File: config.mk
export PLATFORM = sky130hd
export DESIGN_NAME = pllipc_top
export DESIGN_NICKNAME = d
export VERILOG_FILES = /design/src/rtl/pllipc_pkg.sv /design/src/rtl/pllipc_sync.sv /design/src/rtl/pllipc_step.sv /design/src/rtl/pllipc_top.sv
export SDC_FILE = /design/constraint.sdc
export NUM_CORES = 1
export LEC_CHECK = 0
export ABC_AREA = 1
export BUFFER_PORTS_ARGS = -buffer_cell sky130_fd_sc_hd__buf_2
export CAP_MARGIN = 15
export CORE_MARGIN = 2
export CORE_UTILIZATION = 40
export CTS_BUF_LIST = sky130_fd_sc_hd__clkbuf_4 sky130_fd_sc_hd__clkbuf_8
export CTS_CLUSTER_SIZE = 28
export DETAILED_ROUTE_END_ITERATION = 10
export PLACE_DENSITY = 0.62
export SYNTH_ARGS = -nofsm -noshare
export SYNTH_HDL_FRONTEND = slang
export SYNTH_SLANG_ARGS = --single-unit
File: constraint.sdc
create_clock -name clk_sys_i -period 1.65 [get_ports clk_sys_i]
set_input_delay 0.165 -clock clk_sys_i [delete_from_list [all_inputs] [get_ports clk_sys_i]]
set_output_delay 0.165 -clock clk_sys_i [all_outputs]
set_load 0.01 [all_outputs]
File: src/rtl/pllipc_pkg.sv
// Constants and types shared by the PLL input and phase control block
package pllipc_pkg;

    // Register addresses
    localparam logic [8:0] ADDR_CONTROL_MAIN = 9'h100;
    localparam logic [8:0] ADDR_INTEGER_DIVIDER = 9'h101;
    localparam logic [8:0] ADDR_INPUT_SELECT = 9'h102;
    localparam logic [8:0] ADDR_PHASE_STEP = 9'h103;
    localparam logic [8:0] ADDR_FEEDBACK_CONFIG = 9'h105;

    // Reset values
    localparam logic [7:0] RST_CONTROL_MAIN = 8'h00;
    localparam logic [7:0] RST_INTEGER_DIVIDER = 8'h04;
    localparam logic [7:0] RST_INPUT_SELECT = 8'h03;
    localparam logic [7:0] RST_PHASE_STEP = 8'h00;
    localparam logic [7:0] RST_FEEDBACK_CONFIG = 8'h05;

    // Writable bits; the rest read as zero
    localparam logic [7:0] MASK_INTEGER_DIVIDER = 8'h0F;
    localparam logic [7:0] MASK_FEEDBACK_CONFIG = 8'hF7;

    // pll_control_main fields
    localparam int BIT_FREQ_STEP_ENABLE = 7;
    localparam int BIT_DIVIDER_ALIGN = 6;
    localparam int LSB_SWITCH_GPIO_SELECT = 4;
    localparam int BIT_SPREAD_TARGET = 3;
    localparam int BIT_FRAC_DIVIDER_ENABLE = 2;
    localparam int BIT_BYPASS = 1;
    localparam int BIT_INPUT_DOUBLER_ENABLE = 0;

    // pll_integer_divider field
    localparam int LSB_INTEGER_DIVIDER = 0;

    // pll_input_select fields
    localparam int BIT_MONITOR_SWITCH_MODE = 7;
    localparam int BIT_PIN_SWITCH_MODE = 6;
    localparam int LSB_ALTERNATE_SOURCE = 3;
    localparam int LSB_PRIMARY_SOURCE = 0;

    // pll_phase_step fields
    localparam int BIT_PHASE_DOWN = 7;
    localparam int LSB_PHASE_DOWN_SOURCE = 4;
    localparam int BIT_PHASE_UP = 3;
    localparam int LSB_PHASE_UP_SOURCE = 0;

    // pll_feedback_config fields
    localparam int BIT_EXTERNAL_FEEDBACK = 7;
    localparam int LSB_FEEDBACK_PATH_SELECT = 5;
    localparam int BIT_READ_LIVE_DIVIDER = 4;
    localparam int LSB_DIVIDER_WRITE_LENGTH = 0;

    // Sizes
    localparam int GPIO_COUNT = 4;
    localparam int OUTPUT_COUNT = 10;

    // Reference source codes
    localparam logic [2:0] SRC_INPUT_CLOCK_1 = 3'h0;
    localparam logic [2:0] SRC_INPUT_CLOCK_2 = 3'h1;
    localparam logic [2:0] SRC_INPUT_CLOCK_3 = 3'h2;
    localparam logic [2:0] SRC_CRYSTAL = 3'h3;
    localparam logic [2:0] SRC_CRYSTAL_DOUBLED = 3'h4;

    // Phase step source codes
    localparam logic [2:0] STEP_SRC_REGISTER = 3'h0;
    localparam logic [2:0] STEP_SRC_GPIO_FIRST = 3'h1;
    localparam logic [2:0] STEP_SRC_GPIO_LAST = 3'h4;

    // Integer divider ratio, expressed in half steps
    localparam logic [3:0] INTEGER_DIVIDER_UNIT_STEP_FIRST = 4'h8;
    localparam logic [4:0] DIV_HALF_BASE = 5'h08;

    // Last feedback divider byte is the field plus this
    localparam logic [3:0] WRITE_LENGTH_OFFSET = 4'h1;

    typedef enum logic {
        SEL_PRIMARY,
        SEL_ALTERNATE
    } pllipc_sel_t;

endpackage

File: src/rtl/pllipc_sync.sv
// Two-stage synchroniser for the GPIO control pins
`timescale 1ns/1ps
module pllipc_sync
(
    // Clock and reset
    input wire logic clk_sys_i,
    input wire logic reset_n_i,
    // Pins and synchronised copy
    input wire logic [pllipc_pkg::GPIO_COUNT-1:0] gpio_i,
    output logic [pllipc_pkg::GPIO_COUNT-1:0] gpio_sync_o
);
    import pllipc_pkg::*;

    typedef struct packed {
        logic [GPIO_COUNT-1:0] stage1;
        logic [GPIO_COUNT-1:0] stage2;
    } pllipc_sync_state_t;

    pllipc_sync_state_t st_r;
    pllipc_sync_state_t st_nxt;

    always_comb
    begin
        st_nxt = st_r;
        st_nxt.stage1 = gpio_i;
        st_nxt.stage2 = st_r.stage1;
    end

    always_ff @(posedge clk_sys_i or negedge reset_n_i)
    begin
        if (!reset_n_i)
        begin
            st_r <= '0;
        end
        else
        begin
            st_r <= st_nxt;
        end
    end

    assign gpio_sync_o = st_r.stage2;
endmodule

File: src/rtl/pllipc_step.sv
// Turns every change of a step control level into one step pulse
`timescale 1ns/1ps
module pllipc_step
(
    // Clock and reset
    input wire logic clk_sys_i,
    input wire logic reset_n_i,
    // Control level and resulting pulse
    input wire logic level_i,
    output logic step_o
);
    import pllipc_pkg::*;

    typedef struct packed {
        logic level_d;
        logic step;
    } pllipc_step_state_t;

    pllipc_step_state_t st_r;
    pllipc_step_state_t st_nxt;

    always_comb
    begin
        st_nxt = st_r;
        st_nxt.level_d = level_i;
        // Both edges count
        st_nxt.step = level_i ^ st_r.level_d;
    end

    always_ff @(posedge clk_sys_i or negedge reset_n_i)
    begin
        if (!reset_n_i)
        begin
            st_r <= '0;
        end
        else
        begin
            st_r <= st_nxt;
        end
    end

    assign step_o = st_r.step;
endmodule

File: src/rtl/pllipc_top.sv
// PLL reference selection, divider and phase step control registers
`timescale 1ns/1ps

// Contract
// - Rising divider_align resets all phase-enabled output dividers together.
// - That common reset lets integer-related enabled outputs align edges.
// - switch_gpio_select picks GPIO0..3 as switch control, only in pin mode.
// - spread_target sends modulation to feedback divider (0) or output divider (1).
// - Fractional divider active only when globally enabled, enabled and not bypassed.
// - Bypass bit picks fractional divider output (0) or bypass path (1).
// - input_doubler_enable inserts a doubler ahead of the PLL input.
// - freq_step_enable gates frequency increment and decrement.
// - Integer divider: 4 to 7.5 by halves, then 8 to 15; resets to 6.
// - Monitor mode moves to alternate source on primary loss of signal.
// - Pin mode: GPIO low uses primary source, high uses alternate.
// - Monitor switching acts only when pin switching is off.
// - Alternate source codes: inputs 1-3, crystal, crystal doubled; resets 000.
// - Primary source uses same codes, drives mux by default, resets 011.
// - Phase down source: register bit for 000, GPIO0..3 for 001..100.
// - Each edge of selected down signal steps phase down once.
// - Phase up source: register bit for 000, GPIO0..3 for 001..100.
// - Each edge of selected up signal steps phase up once.
// - With external feedback, select input clock 1-3 or output 1 path.
// - Write-length field names last committing byte, field plus one; resets 5.
// - read_live_divider picks written value (0) or stepped value (1).
module pllipc_top
(
    // Clock and reset
    input wire logic clk_sys_i,
    input wire logic reset_n_i,

    // Register port
    input wire logic reg_wr_i,
    input wire logic reg_rd_i,
    input wire logic [8:0] reg_addr_i,
    input wire logic [7:0] reg_wdata_i,
    output logic [7:0] reg_rdata_o,

    // Device inputs
    input wire logic [pllipc_pkg::GPIO_COUNT-1:0] gpio_i,
    input wire logic primary_los_i,
    input wire logic pll_global_enable_i,
    input wire logic [pllipc_pkg::OUTPUT_COUNT-1:0] output_phase_enable_i,

    // Output divider alignment
    output logic [pllipc_pkg::OUTPUT_COUNT-1:0] divider_reset_o,

    // PLL and divider controls
    output logic freq_step_enable_o,
    output logic spread_target_o,
    output logic frac_divider_active_o,
    output logic bypass_o,
    output logic input_doubler_enable_o,
    output logic [3:0] integer_divider_o,
    output logic [4:0] divide_half_steps_o,

    // Reference selection
    output logic [2:0] pll_source_o,
    output logic selected_alternate_o,

    // Phase steps
    output logic phase_up_o,
    output logic phase_down_o,

    // Feedback configuration
    output logic external_feedback_enable_o,
    output logic [1:0] feedback_path_select_o,
    output logic read_live_divider_o,
    output logic [2:0] divider_write_length_o,
    output logic [3:0] last_divider_byte_o
);
    import pllipc_pkg::*;

    typedef struct packed {
        logic [7:0] control_main;
        logic [7:0] integer_divider;
        logic [7:0] input_select;
        logic [7:0] phase_step;
        logic [7:0] feedback_config;

        logic [7:0] rdata;
        logic align_d;
        logic [OUTPUT_COUNT-1:0] divider_reset;
        logic frac_active;
        logic [4:0] div_half;
        logic [3:0] last_byte;
        pllipc_sel_t sel;
        logic [2:0] source;
    } pllipc_state_t;

    localparam pllipc_state_t ST_RESET = '{
        control_main: RST_CONTROL_MAIN,
        integer_divider: RST_INTEGER_DIVIDER,
        input_select: RST_INPUT_SELECT,
        phase_step: RST_PHASE_STEP,
        feedback_config: RST_FEEDBACK_CONFIG,

        rdata: 8'h00,
        align_d: 1'b0,
        divider_reset: '0,
        frac_active: 1'b0,
        div_half: 5'h0C,
        last_byte: 4'h6,
        sel: SEL_PRIMARY,
        source: RST_INPUT_SELECT[2:0]
    };

    pllipc_state_t st_r;
    pllipc_state_t st_nxt;

    logic [GPIO_COUNT-1:0] gpio_sync;
    logic switch_level;
    logic [1:0] step_level;
    logic [1:0] step_pulse;

    // Level of a phase step source; unused codes give a steady low
    function automatic logic step_source_level(
        input logic [2:0] code,
        input logic reg_bit,
        input logic [GPIO_COUNT-1:0] pins
    );
        logic level;
        level = 1'b0;
        if (code == STEP_SRC_REGISTER)
        begin
            level = reg_bit;
        end
        else if (code >= STEP_SRC_GPIO_FIRST && code <= STEP_SRC_GPIO_LAST)
        begin
            level = pins[2'(code - STEP_SRC_GPIO_FIRST)];
        end
        return level;
    endfunction

    pllipc_sync u_sync
    (
        .clk_sys_i(clk_sys_i),
        .reset_n_i(reset_n_i),
        .gpio_i(gpio_i),
        .gpio_sync_o(gpio_sync)
    );

    assign switch_level = gpio_sync[st_r.control_main[LSB_SWITCH_GPIO_SELECT +: 2]];

    assign step_level[0] = step_source_level(st_r.phase_step[LSB_PHASE_UP_SOURCE +: 3],
        st_r.phase_step[BIT_PHASE_UP], gpio_sync);
    assign step_level[1] = step_source_level(st_r.phase_step[LSB_PHASE_DOWN_SOURCE +: 3],
        st_r.phase_step[BIT_PHASE_DOWN], gpio_sync);

    // Index 0 steps phase up, index 1 steps it down
    genvar g;
    generate
        for (g = 0; g < 2; g++)
        begin : g_step
            pllipc_step u_step
            (
                .clk_sys_i(clk_sys_i),
                .reset_n_i(reset_n_i),
                .level_i(step_level[g]),
                .step_o(step_pulse[g])
            );
        end
    endgenerate

    always_comb
    begin
        st_nxt = st_r;

        // Writes to unmapped addresses are dropped
        if (reg_wr_i)
        begin
            case (reg_addr_i)
                ADDR_CONTROL_MAIN: st_nxt.control_main = reg_wdata_i;
                ADDR_INTEGER_DIVIDER: st_nxt.integer_divider = reg_wdata_i & MASK_INTEGER_DIVIDER;
                ADDR_INPUT_SELECT: st_nxt.input_select = reg_wdata_i;
                ADDR_PHASE_STEP: st_nxt.phase_step = reg_wdata_i;
                ADDR_FEEDBACK_CONFIG: st_nxt.feedback_config = reg_wdata_i & MASK_FEEDBACK_CONFIG;
                default: st_nxt.control_main = st_r.control_main;
            endcase
        end

        // Read data holds until the next read
        if (reg_rd_i)
        begin
            case (reg_addr_i)
                ADDR_CONTROL_MAIN: st_nxt.rdata = st_r.control_main;
                ADDR_INTEGER_DIVIDER: st_nxt.rdata = st_r.integer_divider;
                ADDR_INPUT_SELECT: st_nxt.rdata = st_r.input_select;
                ADDR_PHASE_STEP: st_nxt.rdata = st_r.phase_step;
                ADDR_FEEDBACK_CONFIG: st_nxt.rdata = st_r.feedback_config;
                default: st_nxt.rdata = 8'h00;
            endcase
        end

        // One reset for all enabled outputs on a rising align bit only
        st_nxt.align_d = st_r.control_main[BIT_DIVIDER_ALIGN];
        st_nxt.divider_reset = '0;
        if (st_r.control_main[BIT_DIVIDER_ALIGN] && !st_r.align_d)
        begin
            st_nxt.divider_reset = output_phase_enable_i;
        end

        // Any one gate switches the divider off to save power
        st_nxt.frac_active = pll_global_enable_i
            && st_r.control_main[BIT_FRAC_DIVIDER_ENABLE]
            && !st_r.control_main[BIT_BYPASS];

        // Codes below eight step by halves
        if (st_r.integer_divider[3:0] < INTEGER_DIVIDER_UNIT_STEP_FIRST)
        begin
            st_nxt.div_half = DIV_HALF_BASE + {1'b0, st_r.integer_divider[3:0]};
        end
        else
        begin
            st_nxt.div_half = {st_r.integer_divider[3:0], 1'b0};
        end

        // Field counts from zero, bytes from one
        st_nxt.last_byte = {1'b0, st_r.feedback_config[LSB_DIVIDER_WRITE_LENGTH +: 3]}
            + WRITE_LENGTH_OFFSET;

        // Pin switching outranks monitor switching
        if (st_r.input_select[BIT_PIN_SWITCH_MODE])
        begin
            st_nxt.sel = switch_level ? SEL_ALTERNATE : SEL_PRIMARY;
        end
        else if (st_r.input_select[BIT_MONITOR_SWITCH_MODE] && primary_los_i)
        begin
            st_nxt.sel = SEL_ALTERNATE;
        end
        else
        begin
            st_nxt.sel = SEL_PRIMARY;
        end

        unique case (st_nxt.sel)
            SEL_PRIMARY: st_nxt.source = st_r.input_select[LSB_PRIMARY_SOURCE +: 3];
            SEL_ALTERNATE: st_nxt.source = st_r.input_select[LSB_ALTERNATE_SOURCE +: 3];
        endcase
    end

    // Whole state in one register
    always_ff @(posedge clk_sys_i or negedge reset_n_i)
    begin
        if (!reset_n_i)
        begin
            st_r <= ST_RESET;
        end
        else
        begin
            st_r <= st_nxt;
        end
    end

    // Every output except phase_up_o and phase_down_o comes from the state register
    assign reg_rdata_o = st_r.rdata;
    assign divider_reset_o = st_r.divider_reset;

    assign freq_step_enable_o = st_r.control_main[BIT_FREQ_STEP_ENABLE];
    assign spread_target_o = st_r.control_main[BIT_SPREAD_TARGET];
    assign frac_divider_active_o = st_r.frac_active;
    assign bypass_o = st_r.control_main[BIT_BYPASS];
    assign input_doubler_enable_o = st_r.control_main[BIT_INPUT_DOUBLER_ENABLE];
    assign integer_divider_o = st_r.integer_divider[LSB_INTEGER_DIVIDER +: 4];
    assign divide_half_steps_o = st_r.div_half;

    assign pll_source_o = st_r.source;
    assign selected_alternate_o = (st_r.sel == SEL_ALTERNATE);

    assign phase_up_o = step_pulse[0];
    assign phase_down_o = step_pulse[1];

    assign external_feedback_enable_o = st_r.feedback_config[BIT_EXTERNAL_FEEDBACK];
    assign feedback_path_select_o = st_r.feedback_config[LSB_FEEDBACK_PATH_SELECT +: 2];
    assign read_live_divider_o = st_r.feedback_config[BIT_READ_LIVE_DIVIDER];
    assign divider_write_length_o = st_r.feedback_config[LSB_DIVIDER_WRITE_LENGTH +: 3];
    assign last_divider_byte_o = st_r.last_byte;
endmodule

==> impl_results.html, run 1 <==
<table>
<tr><th>Metric</th><th>Value</th></tr>
<tr><th colspan="2">Final layout</th></tr>
<tr><td>Filler instances</td><td>~900</td></tr>
<tr><td>Antenna cells</td><td>0</td></tr>
<tr><td>Most used cells in the layout excluding fill and tap cells</td><td>96 x sky130_fd_sc_hd__nand2_1, 84 x sky130_fd_sc_hd__buf_2, 69 x sky130_fd_sc_hd__dfrtp_1</td></tr>
<tr><td>Final std cell area, no fill</td><td>between 4000 and 5000 µm²</td></tr>
<tr><td>Final core area utilization</td><td>approximately half</td></tr>
<tr><td>Layout Area Growth over Synthesis</td><td>17.6%</td></tr>
<tr><td>Final non-filler cell total</td><td>620</td></tr>
<tr><td>Leading cell type in the layout, fill and taps excluded</td><td>sky130_fd_sc_hd__nand2_1</td></tr>
<tr><td>Fraction of layout cells with a size suffix above 1</td><td>27.3%</td></tr>
<tr><td>Final layout net count</td><td>between 500 and 600</td></tr>
<tr><th colspan="2">Synth</th></tr>
<tr><td>Cell area after technology mapping</td><td>around 3800 µm²</td></tr>
<tr><td>Syn_area_per_cell</td><td>just under 9 µm²</td></tr>
<tr><td>Synth cell types</td><td>25</td></tr>
<tr><td>Portion of the post-synthesis area used by sequential elements</td><td>53.5%</td></tr>
<tr><td>Synthesized Nets</td><td>~470</td></tr>
<tr><td>Mapped Cells</td><td>between 400 and 500</td></tr>
<tr><td>Number of warnings printed during yosys synthesis</td><td>0</td></tr>
<tr><td>Number of storage elements in the synthesis netlist</td><td>80</td></tr>
<tr><th colspan="2">GRT</th></tr>
<tr><td>Wire length of the first global-routing pass</td><td>~13 mm</td></tr>
<tr><td>Number of global-route vias before repair</td><td>2,765</td></tr>
<tr><td>Residual overflow from global routing</td><td>0</td></tr>
<tr><td>Maximum number of pins on one net before global-route repair</td><td>33</td></tr>
<tr><td>Global Route Usage Sum</td><td>between 10% and 20%</td></tr>
<tr><td>Antenna violations before repair</td><td>0</td></tr>
<tr><th colspan="2">Worst setup path</th></tr>
<tr><td>Worst Path Required</td><td>between 1500 and 2000 ps</td></tr>
<tr><td>Critical path's top delay family</td><td>flip-flops</td></tr>
<tr><td>CP startpoint kind</td><td>register</td></tr>
<tr><td>Largest driver fanout on the critical path</td><td>5</td></tr>
<tr><td>Count of cells along the worst register-to-register path</td><td>8</td></tr>
<tr><td>CP max stage cell</td><td>sky130_fd_sc_hd__dfrtp_1</td></tr>
<tr><td>Worst r2r dst</td><td>g_step[1].u_step.step_o</td></tr>
<tr><td>Startpoint of the lowest-slack register-to-register path</td><td>st_r[45]</td></tr>
<tr><td>Number of buffer and inverter stages on the critical path</td><td>1</td></tr>
<tr><td>Critical setup path kind</td><td>register to register</td></tr>
<tr><td>Element type at the critical path end</td><td>register</td></tr>
<tr><td>Slack of the worst reg-to-reg path</td><td>about 200 ps</td></tr>
<tr><td>Worst path arrival time</td><td>~1700 ps</td></tr>
<tr><td>Critical path's largest stage delay</td><td>between 400 and 500 ps</td></tr>
<tr><td>Critical Path, Cell by Cell</td><td>inv_2 &gt; ha_1 &gt; nor2_1 &gt; o21ai_0 &gt; o211ai_1 &gt; nand2_1 &gt; nand2_1 &gt; nand2_1</td></tr>
<tr><td>Crit path top cell by count</td><td>sky130_fd_sc_hd__nand2_1</td></tr>
<tr><th colspan="2">Min path</th></tr>
<tr><td>Type of the worst min-delay path</td><td>input pin to register</td></tr>
<tr><td>Start point of the worst hold path</td><td>output_phase_enable_i[7]</td></tr>
<tr><td>Hold worst-path end</td><td>divider_reset_o[7]</td></tr>
<tr><td>Min-Delay Path Depth</td><td>3</td></tr>
<tr><th colspan="2">Timing</th></tr>
<tr><td>Fmax</td><td>689 MHz</td></tr>
<tr><td>Final number of hold-violating endpoints</td><td>0</td></tr>
<tr><td>Setup violations, final</td><td>0</td></tr>
<tr><td>Least-Margin Pin Slew</td><td>between 400 and 500 ps</td></tr>
<tr><td>Min Clock Period, post-route</td><td>about 1500 ps</td></tr>
<tr><td>Maximum clock skew at final layout</td><td>between 5 and 6 ps</td></tr>
<tr><td>Crit share post-route</td><td>88.0%</td></tr>
<tr><td>Accumulated negative setup slack</td><td>0 ps</td></tr>
<tr><td>Unrepaired setup endpoints after global routing</td><td>false</td></tr>
<tr><td>Max-slew violations</td><td>0</td></tr>
<tr><td>Slew Limit Headroom</td><td>between 70% and 80%</td></tr>
<tr><th colspan="2">CTS</th></tr>
<tr><td>Clock tree from TritonCTS</td><td>done</td></tr>
<tr><td>CTS clock-pin slew for the worst setup and hold paths</td><td>approximately 80 ps</td></tr>
<tr><td>Clock latency reported for the late side of the worst-skew pair</td><td>roughly 350 ps</td></tr>
<tr><td>Number of buffers on the longest clock path</td><td>2</td></tr>
<tr><td>Total CTS buffers</td><td>9</td></tr>
<tr><td>Clock Tree Root</td><td>sky130_fd_sc_hd__clkbuf_8</td></tr>
<tr><td>Number of clock sinks</td><td>80</td></tr>
<tr><td>H-tree levels</td><td>3</td></tr>
<tr><th colspan="2">Power</th></tr>
<tr><td>Power, Total</td><td>4.03 mW</td></tr>
<tr><td>Total power density per cell area</td><td>910 nW/µm²</td></tr>
<tr><td>Worst ir drop on vdd</td><td>between 0.5 and 0.6 mV</td></tr>
<tr><td>Static Leak</td><td>~2.4 nW</td></tr>
<tr><th colspan="2">Place</th></tr>
<tr><td>Instance count after placement with tap cells included</td><td>592</td></tr>
<tr><td>Routability congestion estimate from global placement</td><td>0.903</td></tr>
<tr><td>Post-DP Area</td><td>between 4000 and 5000 µm²</td></tr>
<tr><td>DP HPWL</td><td>just over 6 mm</td></tr>
<tr><td>Number of buffer cells added on primary ports</td><td>85</td></tr>
<tr><th colspan="2">Run status</th></tr>
<tr><td>Run status</td><td>complete, no violations</td></tr>
<tr><th colspan="2">Routing</th></tr>
<tr><td>Total DRC errors in the routed layout</td><td>0</td></tr>
<tr><td>DRC violation total after the first TritonRoute iteration</td><td>160</td></tr>
<tr><td>Final ANT Viol Nets</td><td>0</td></tr>
<tr><td>DR vias</td><td>2,903</td></tr>
<tr><td>Routed WL</td><td>between 8 and 9 mm</td></tr>
<tr><td>Iteration count of the initial detailed-routing pass</td><td>4</td></tr>
<tr><td>Via-per-instance ratio</td><td>~4.7</td></tr>
<tr><td>Wirelength per Cell</td><td>about 13 µm</td></tr>
<tr><th colspan="2">Job</th></tr>
<tr><td>Max Cap Violations</td><td>0</td></tr>
<tr><th colspan="2">Floorplan</th></tr>
<tr><td>Io pins</td><td>86</td></tr>
<tr><td>Horiz. Die Dim</td><td>101 µm</td></tr>
<tr><td>Area enclosed by the die boundary</td><td>around 10,000 µm²</td></tr>
<tr><td>Total number of placement rows</td><td>35</td></tr>
<tr><td>Starting Density</td><td>about two fifths</td></tr>
<tr><td>Die extent in y</td><td>101 µm</td></tr>
<tr><td>Placeable core region</td><td>between 9000 and 10,000 µm²</td></tr>
</table>
through the flow:
step	setup WS [ps]	hold slack (ps)
floorplan	342	-131
global placement	271	132
detailed placement	195	142
CTS	169	4.07
global route	12.0	20.0
finish	198	22.0
state kept, by name (all words and copies together) (netlist names), 4 cells and up:
signal               cells
reg_rdata_o              8
u_sync.st_nxt            4
divider_reset_o         10
last_divider_byte_o      4
u_sync.gpio_sync_o       4
st_r                    20
integer_divider_o        4
divide_half_steps_o      5
per-layer routing:
layer | up-vias | wire (µm) | global-route usage (%)
met3 | 11 | 448 | 3.40
met2 | 86 | 3950 | 27.2
li1 | 1461 | - | -
met4 | 0 | 145 | 7.38
met5 | - | 0 | 0
met1 | 1345 | 3800 | 22.9
cells in the mapped netlist:
cell type	count	area, µm²
sky130_fd_sc_hd__a21oi_1	3	15.0
sky130_fd_sc_hd__a22oi_1	2	15.0
sky130_fd_sc_hd__buf_2	4	20.0
sky130_fd_sc_hd__buf_4	42	315
sky130_fd_sc_hd__clkbuf_1	2	7.51
sky130_fd_sc_hd__dfrtp_1	69	1730
sky130_fd_sc_hd__dfstp_2	11	289
sky130_fd_sc_hd__ha_1	5	62.6
sky130_fd_sc_hd__inv_1	53	199
sky130_fd_sc_hd__inv_2	3	11.3
sky130_fd_sc_hd__nand2_1	96	360
sky130_fd_sc_hd__nand2_2	2	12.5
sky130_fd_sc_hd__nand3_1	38	190
sky130_fd_sc_hd__nand3_4	1	17.5
sky130_fd_sc_hd__nand3b_1	2	15.0
sky130_fd_sc_hd__nor2_1	36	135
sky130_fd_sc_hd__nor2_2	3	18.8
sky130_fd_sc_hd__nor3_4	1	16.3
sky130_fd_sc_hd__nor4_4	2	42.5
sky130_fd_sc_hd__o211ai_1	2	15.0
sky130_fd_sc_hd__o21ai_0	40	200
sky130_fd_sc_hd__o21ai_1	11	55.1
sky130_fd_sc_hd__o21bai_1	2	15.0
sky130_fd_sc_hd__or2_2	1	6.26
sky130_fd_sc_hd__xor2_1	1	8.76
worst max-delay path by stage:
stage	startpoint	to	slack [ps]	depth (start not counted)
3_5_place_dp	st_r[45]	g_step[1].u_step.step_o	190	8
4_1_cts	st_r[45]	g_step[1].u_step.step_o	170	8
2_1_floorplan	st_r[41]	g_step[0].u_step.step_o	340	8
5_1_grt	st_r[45]	g_step[1].u_step.step_o	10	8
3_3_place_gp	reg_addr_i[7]	integer_divider_o[0]	270	7
6_report	st_r[45]	g_step[1].u_step.step_o	200	8
cells by family after synthesis:
| kind of cell | synth area share [%] |
|---|---|
| and+or+nand+nor | 21.6 |
| adders and majority gates | 1.66 |
| xor gates and xnor gates | 0.232 |
| DFF | 53.5 |
| AOI/OAI and AO/OA | 8.36 |
| buffers and inverters | 14.7 |
repair_timing:
| action | 4_1_cts | 5_1_grt |
|---|---|---|
| setup buffers | 0 | 1 |
| gates resized for setup | 0 | 1 |
| endpoints found under the setup margin | 0 | 1 |
| hold endpoints to repair | 30 | 0 |
| hold buffers | 11 | 0 |
worst register-to-register path: stages, from the launching register on:
cell                       delay, ps
sky130_fd_sc_hd__dfrtp_1         420
sky130_fd_sc_hd__inv_2            90
sky130_fd_sc_hd__ha_1            320
sky130_fd_sc_hd__nor2_1          100
sky130_fd_sc_hd__o21ai_0          90
sky130_fd_sc_hd__o211ai_1        110
sky130_fd_sc_hd__nand2_1         100
sky130_fd_sc_hd__nand2_1          70
sky130_fd_sc_hd__nand2_1          50
final cells by class:
| cell class | instances | area (µm²) | area share (%) |
|---|---|---|---|
| clock buffer | 9 | 124 | 2.79 |
| clock inverter | 7 | 96.3 | 2.17 |
| inverter | 56 | 210 | 4.74 |
| multi-input combinational | 248 | 1200 | 27.1 |
| sequential | 80 | 2020 | 45.5 |
| tap | 111 | 139 | 3.13 |
| timing repair buffer | 109 | 648 | 14.6 |
power breakdown:
group          switching, mW  total [mW]  internal, mW
Combinational          0.223       0.366         0.143
Sequential            0.0476        2.10          2.05
Clock                  0.718        1.57         0.854
(Power assumes the default switching activity.)
==> inputs of run 2 (changes only) <==
PLACE_DENSITY = 0.64   (was 0.62)
SYNTH_HIERARCHICAL = 1   (was unset)
clock period = 1.2 ns   (was 1.65 ns; I/O delays follow)
==> run 2 against run 1 <==
First-iteration DRC count fell by 41%. Worst setup slack got worse by 370 ps. Via count rose by 3.1%. Sequential power rose by 36%. Combinational power rose by 58%. Register-to-register slack got worse by 370 ps. Largest cell class unchanged. Clock skew rose by 5.9 ps. Largest power group unchanged. Global-route usage barely moved. Non-clock buffer count rose by 28. Sequential share of layout area fell by 3.9 points. The flow now finishes with violations (negative setup slack). Flip-flop and latch count did not move. Final cell count rose by 6.5%.
==> impl_results.html, run 2 <==
<table>
<tr><th>Metric</th><th>Value</th></tr>
<tr><th colspan="2">GRT</th></tr>
<tr><td>Maximum number of pins on one net before global-route repair</td><td>around 40</td></tr>
<tr><td>Antenna violations before repair</td><td>0</td></tr>
<tr><td>Residual overflow from global routing</td><td>0</td></tr>
<tr><td>Wire length of the first global-routing pass</td><td>13.7 mm</td></tr>
<tr><td>Number of global-route vias before repair</td><td>2,925</td></tr>
<tr><td>Global Route Usage Sum</td><td>17.1%</td></tr>
<tr><th colspan="2">Final layout</th></tr>
<tr><td>Top register by number of flip-flops</td><td>st_r</td></tr>
<tr><td>Layout Area Growth over Synthesis</td><td>24.2%</td></tr>
<tr><td>Leading cell type in the layout, fill and taps excluded</td><td>sky130_fd_sc_hd__buf_2</td></tr>
<tr><td>Most used cells in the layout excluding fill and tap cells</td><td>83 x sky130_fd_sc_hd__buf_2, 79 x sky130_fd_sc_hd__nand2_1, 67 x sky130_fd_sc_hd__dfrtp_1</td></tr>
<tr><td>Antenna cells</td><td>0</td></tr>
<tr><td>Fraction of layout cells with a size suffix above 1</td><td>38.0%</td></tr>
<tr><td>Number of flip-flops in the largest register</td><td>20</td></tr>
<tr><td>Final non-filler cell total</td><td>660</td></tr>
<tr><td>Final std cell area, no fill</td><td>around 5000 µm²</td></tr>
<tr><td>Final layout net count</td><td>roughly 560</td></tr>
<tr><th colspan="2">Routing</th></tr>
<tr><td>Routed WL</td><td>8.68 mm</td></tr>
<tr><td>Iteration count of the initial detailed-routing pass</td><td>4</td></tr>
<tr><td>DRC violation total after the first TritonRoute iteration</td><td>95</td></tr>
<tr><td>Final ANT Viol Nets</td><td>0</td></tr>
<tr><td>Wirelength per Cell</td><td>between 10 and 15 µm</td></tr>
<tr><td>Total DRC errors in the routed layout</td><td>0</td></tr>
<tr><td>Via-per-instance ratio</td><td>about 4.5</td></tr>
<tr><td>DR vias</td><td>2,993</td></tr>
<tr><th colspan="2">Run status</th></tr>
<tr><td>Run status</td><td>finished with violations</td></tr>
<tr><td>Failing checks</td><td>negative setup slack</td></tr>
<tr><th colspan="2">Worst setup path</th></tr>
<tr><td>Termination of the worst setup path</td><td>g_step[1].u_step/step_o</td></tr>
<tr><td>CP max stage cell</td><td>sky130_fd_sc_hd__dfrtp_2</td></tr>
<tr><td>Startpoint of the lowest-slack register-to-register path</td><td>st_r[45]</td></tr>
<tr><td>Slack of the worst reg-to-reg path</td><td>-180 ps</td></tr>
<tr><td>Critical setup path kind</td><td>register to register</td></tr>
<tr><td>Critical path's largest stage delay</td><td>420 ps</td></tr>
<tr><td>Element type at the critical path end</td><td>register</td></tr>
<tr><td>CP startpoint kind</td><td>register</td></tr>
<tr><td>Count of cells along the worst register-to-register path</td><td>10</td></tr>
<tr><td>Worst path arrival time</td><td>1630 ps</td></tr>
<tr><td>Critical Path, Cell by Cell</td><td>inv_2 &gt; ha_4 &gt; a21oi_2 &gt; o21ai_1 &gt; o21ai_1 &gt; nand4_1 &gt; nand2_2 &gt; inv_2 &gt; nand2_1 &gt; nand2_1</td></tr>
<tr><td>Critical path's top delay family</td><td>flip-flops</td></tr>
<tr><td>Number of buffer and inverter stages on the critical path</td><td>2</td></tr>
<tr><td>Launching element of the worst setup path</td><td>st_r[45]</td></tr>
<tr><td>CP Depth</td><td>10</td></tr>
<tr><td>Largest driver fanout on the critical path</td><td>3</td></tr>
<tr><td>Worst r2r dst</td><td>g_step[1].u_step/step_o</td></tr>
<tr><td>Worst Path Required</td><td>around 1500 ps</td></tr>
<tr><th colspan="2">Synth</th></tr>
<tr><td>EDFF count, synth</td><td>0</td></tr>
<tr><td>Mapped Cells</td><td>422</td></tr>
<tr><td>Most instantiated cells after synthesis</td><td>83 x sky130_fd_sc_hd__nand2_1, 69 x sky130_fd_sc_hd__dfrtp_1, 53 x sky130_fd_sc_hd__inv_1</td></tr>
<tr><td>Async S/R FF share, synth</td><td>100%</td></tr>
<tr><td>Cell type with the highest aggregate area in the netlist</td><td>sky130_fd_sc_hd__dfrtp_1</td></tr>
<tr><td>Biggest area contributors in the synthesized netlist</td><td>sky130_fd_sc_hd__dfrtp_1 44%, sky130_fd_sc_hd__nand2_1 8.0%, sky130_fd_sc_hd__buf_4 7.5%</td></tr>
<tr><td>Number of storage elements in the synthesis netlist</td><td>80</td></tr>
<tr><td>Post-synth top area share</td><td>44.1%</td></tr>
<tr><td>Most frequent cell after synthesis</td><td>sky130_fd_sc_hd__nand2_1</td></tr>
<tr><td>Most instantiated flip-flop cell in the synthesis netlist</td><td>sky130_fd_sc_hd__dfrtp_1</td></tr>
<tr><td>Synth cell types</td><td>30</td></tr>
<tr><td>Portion of the post-synthesis area used by sequential elements</td><td>roughly 50%</td></tr>
<tr><td>Number of warnings printed during yosys synthesis</td><td>6</td></tr>
<tr><td>Cell area after technology mapping</td><td>approximately 3900 µm²</td></tr>
<tr><td>Syn_area_per_cell</td><td>roughly 9.3 µm²</td></tr>
<tr><td>Synthesized Nets</td><td>~460</td></tr>
<tr><th colspan="2">CTS</th></tr>
<tr><td>Number of buffers on the longest clock path</td><td>2</td></tr>
<tr><td>H-tree levels</td><td>3</td></tr>
<tr><td>Number of clock sinks</td><td>80</td></tr>
<tr><td>CTS clock-pin slew for the worst setup and hold paths</td><td>approximately 90 ps</td></tr>
<tr><td>Clock Tree Root</td><td>sky130_fd_sc_hd__clkbuf_8</td></tr>
<tr><td>Clock tree from TritonCTS</td><td>done</td></tr>
<tr><td>Clock latency reported for the late side of the worst-skew pair</td><td>about 350 ps</td></tr>
<tr><td>Total CTS buffers</td><td>9</td></tr>
<tr><th colspan="2">Floorplan</th></tr>
<tr><td>Starting Density</td><td>a little over 40%</td></tr>
<tr><td>Area enclosed by the die boundary</td><td>~11,000 µm²</td></tr>
<tr><td>Total number of placement rows</td><td>36</td></tr>
<tr><td>Horiz. Die Dim</td><td>between 100 and 150 µm</td></tr>
<tr><td>Io pins</td><td>86</td></tr>
<tr><td>Placeable core region</td><td>just under 10,000 µm²</td></tr>
<tr><td>Die extent in y</td><td>just over 100 µm</td></tr>
<tr><th colspan="2">Place</th></tr>
<tr><td>DP HPWL</td><td>roughly 6.4 mm</td></tr>
<tr><td>Routability congestion estimate from global placement</td><td>0.885</td></tr>
<tr><td>Number of buffer cells added on primary ports</td><td>between 80 and 90</td></tr>
<tr><td>Setup slack at placement</td><td>-220 ps</td></tr>
<tr><td>Instance count after placement with tap cells included</td><td>between 600 and 700</td></tr>
<tr><td>Post-DP Area</td><td>around 4400 µm²</td></tr>
<tr><th colspan="2">Timing</th></tr>
<tr><td>Post-route setup slack</td><td>-177 ps</td></tr>
<tr><td>Crit share post-route</td><td>115%</td></tr>
<tr><td>Final number of hold-violating endpoints</td><td>0</td></tr>
<tr><td>Fmax</td><td>~730 MHz</td></tr>
<tr><td>Min Clock Period, post-route</td><td>about 1400 ps</td></tr>
<tr><td>Least-Margin Pin Slew</td><td>roughly 310 ps</td></tr>
<tr><td>Unrepaired setup endpoints after global routing</td><td>true</td></tr>
<tr><td>Accumulated negative setup slack</td><td>-494 ps</td></tr>
<tr><td>Setup violations, final</td><td>4</td></tr>
<tr><td>Max-slew violations</td><td>0</td></tr>
<tr><td>Slew Limit Headroom</td><td>79.0%</td></tr>
<tr><td>Maximum clock skew at final layout</td><td>11.7 ps</td></tr>
<tr><th colspan="2">Min path</th></tr>
<tr><td>Type of the worst min-delay path</td><td>input pin to register</td></tr>
<tr><th colspan="2">Power</th></tr>
<tr><td>Static Leak</td><td>roughly 2.6 nW</td></tr>
<tr><td>Power, Total</td><td>5.47 mW</td></tr>
<tr><td>Total power density per cell area</td><td>approximately 1100 nW/µm²</td></tr>
<tr><td>Worst ir drop on vdd</td><td>just over 0.6 mV</td></tr>
<tr><th colspan="2">Job</th></tr>
<tr><td>Max Cap Violations</td><td>0</td></tr>
</table>
run 2: kinds of logic after synthesis:
logic type / after synthesis / share of synthesized area [%]
and+or+nand+nor: 173 / 22.0
buffers and inverters: 103 / 15.4
DFF: 80 / 51.5
AOI/OAI and AO/OA: 60 / 9.28
adders and majority gates: 5 / 1.60
xor gates and xnor gates: 1 / 0.224
run 2: area by class of cell:
cell class | count | area [µm²]
tap | 133 | 166
multi-input combinational | 239 | 1340
clock inverter | 6 | 66.3
clock buffer | 10 | 138
inverter | 55 | 211
sequential | 80 | 2020
fill | 935 | 4780
timing repair buffer | 137 | 918
run 2: per-stage QoR:
step / hold WS, ps / util, %
2_1_floorplan: -176 / -
3_3_place_gp: -8.86 / 45.5
3_5_place_dp: -7.19 / 45.5
4_1_cts: 1.44 / 50.0
5_1_grt: 31.7 / 50.4
6_report: 9.18 / 50.4
run 2: worst min-delay path, cell delays in order:
cell and delay (ps):
sky130_fd_sc_hd__buf_2 90, sky130_fd_sc_hd__nand2_1 40, sky130_fd_sc_hd__o21ai_1 60
run 2: power breakdown:
| group | switching (mW) | total (mW) | internal [mW] |
|---|---|---|---|
| clock | 1.01 | 2.04 | 1.03 |
| sequential | 0.0548 | 2.85 | 2.80 |
| combinational | 0.323 | 0.579 | 0.256 |
run 2: timing repair:
action | 4_1_cts | 5_1_grt
setup buffers | 2 | 2
pin swaps | 4 | 3
resized for setup | 3 | 12
hold buffers | 21 | 0
hold endpoints to repair | 89 | 0
endpoints found under the setup margin | 7 | 8
run 2: worst min-delay path by stage:
stage	startpoint	to	slack [ps]	cells after the start
2_1_floorplan	reset_n_i	bypass_o	-180	0
3_3_place_gp	reset_n_i	divider_reset_o[4]	-9	1
3_5_place_dp	reset_n_i	divider_reset_o[1]	-7	1
4_1_cts	reg_wdata_i[7]	external_feedback_enable_o	1	3
5_1_grt	reg_wdata_i[7]	external_feedback_enable_o	30	3
6_report	reg_wdata_i[7]	external_feedback_enable_o	9	3
run 2: metal layers:
layer / GRT usage (%) / wire length [µm] / vias up
li1: - / - / 1500
met2: 29.4 / 4280 / 82
met5: 0 / 0 / -
met3: 4.34 / 489 / 18
met1: 20.3 / 3670 / 1393
met4: 7.69 / 238 / 0
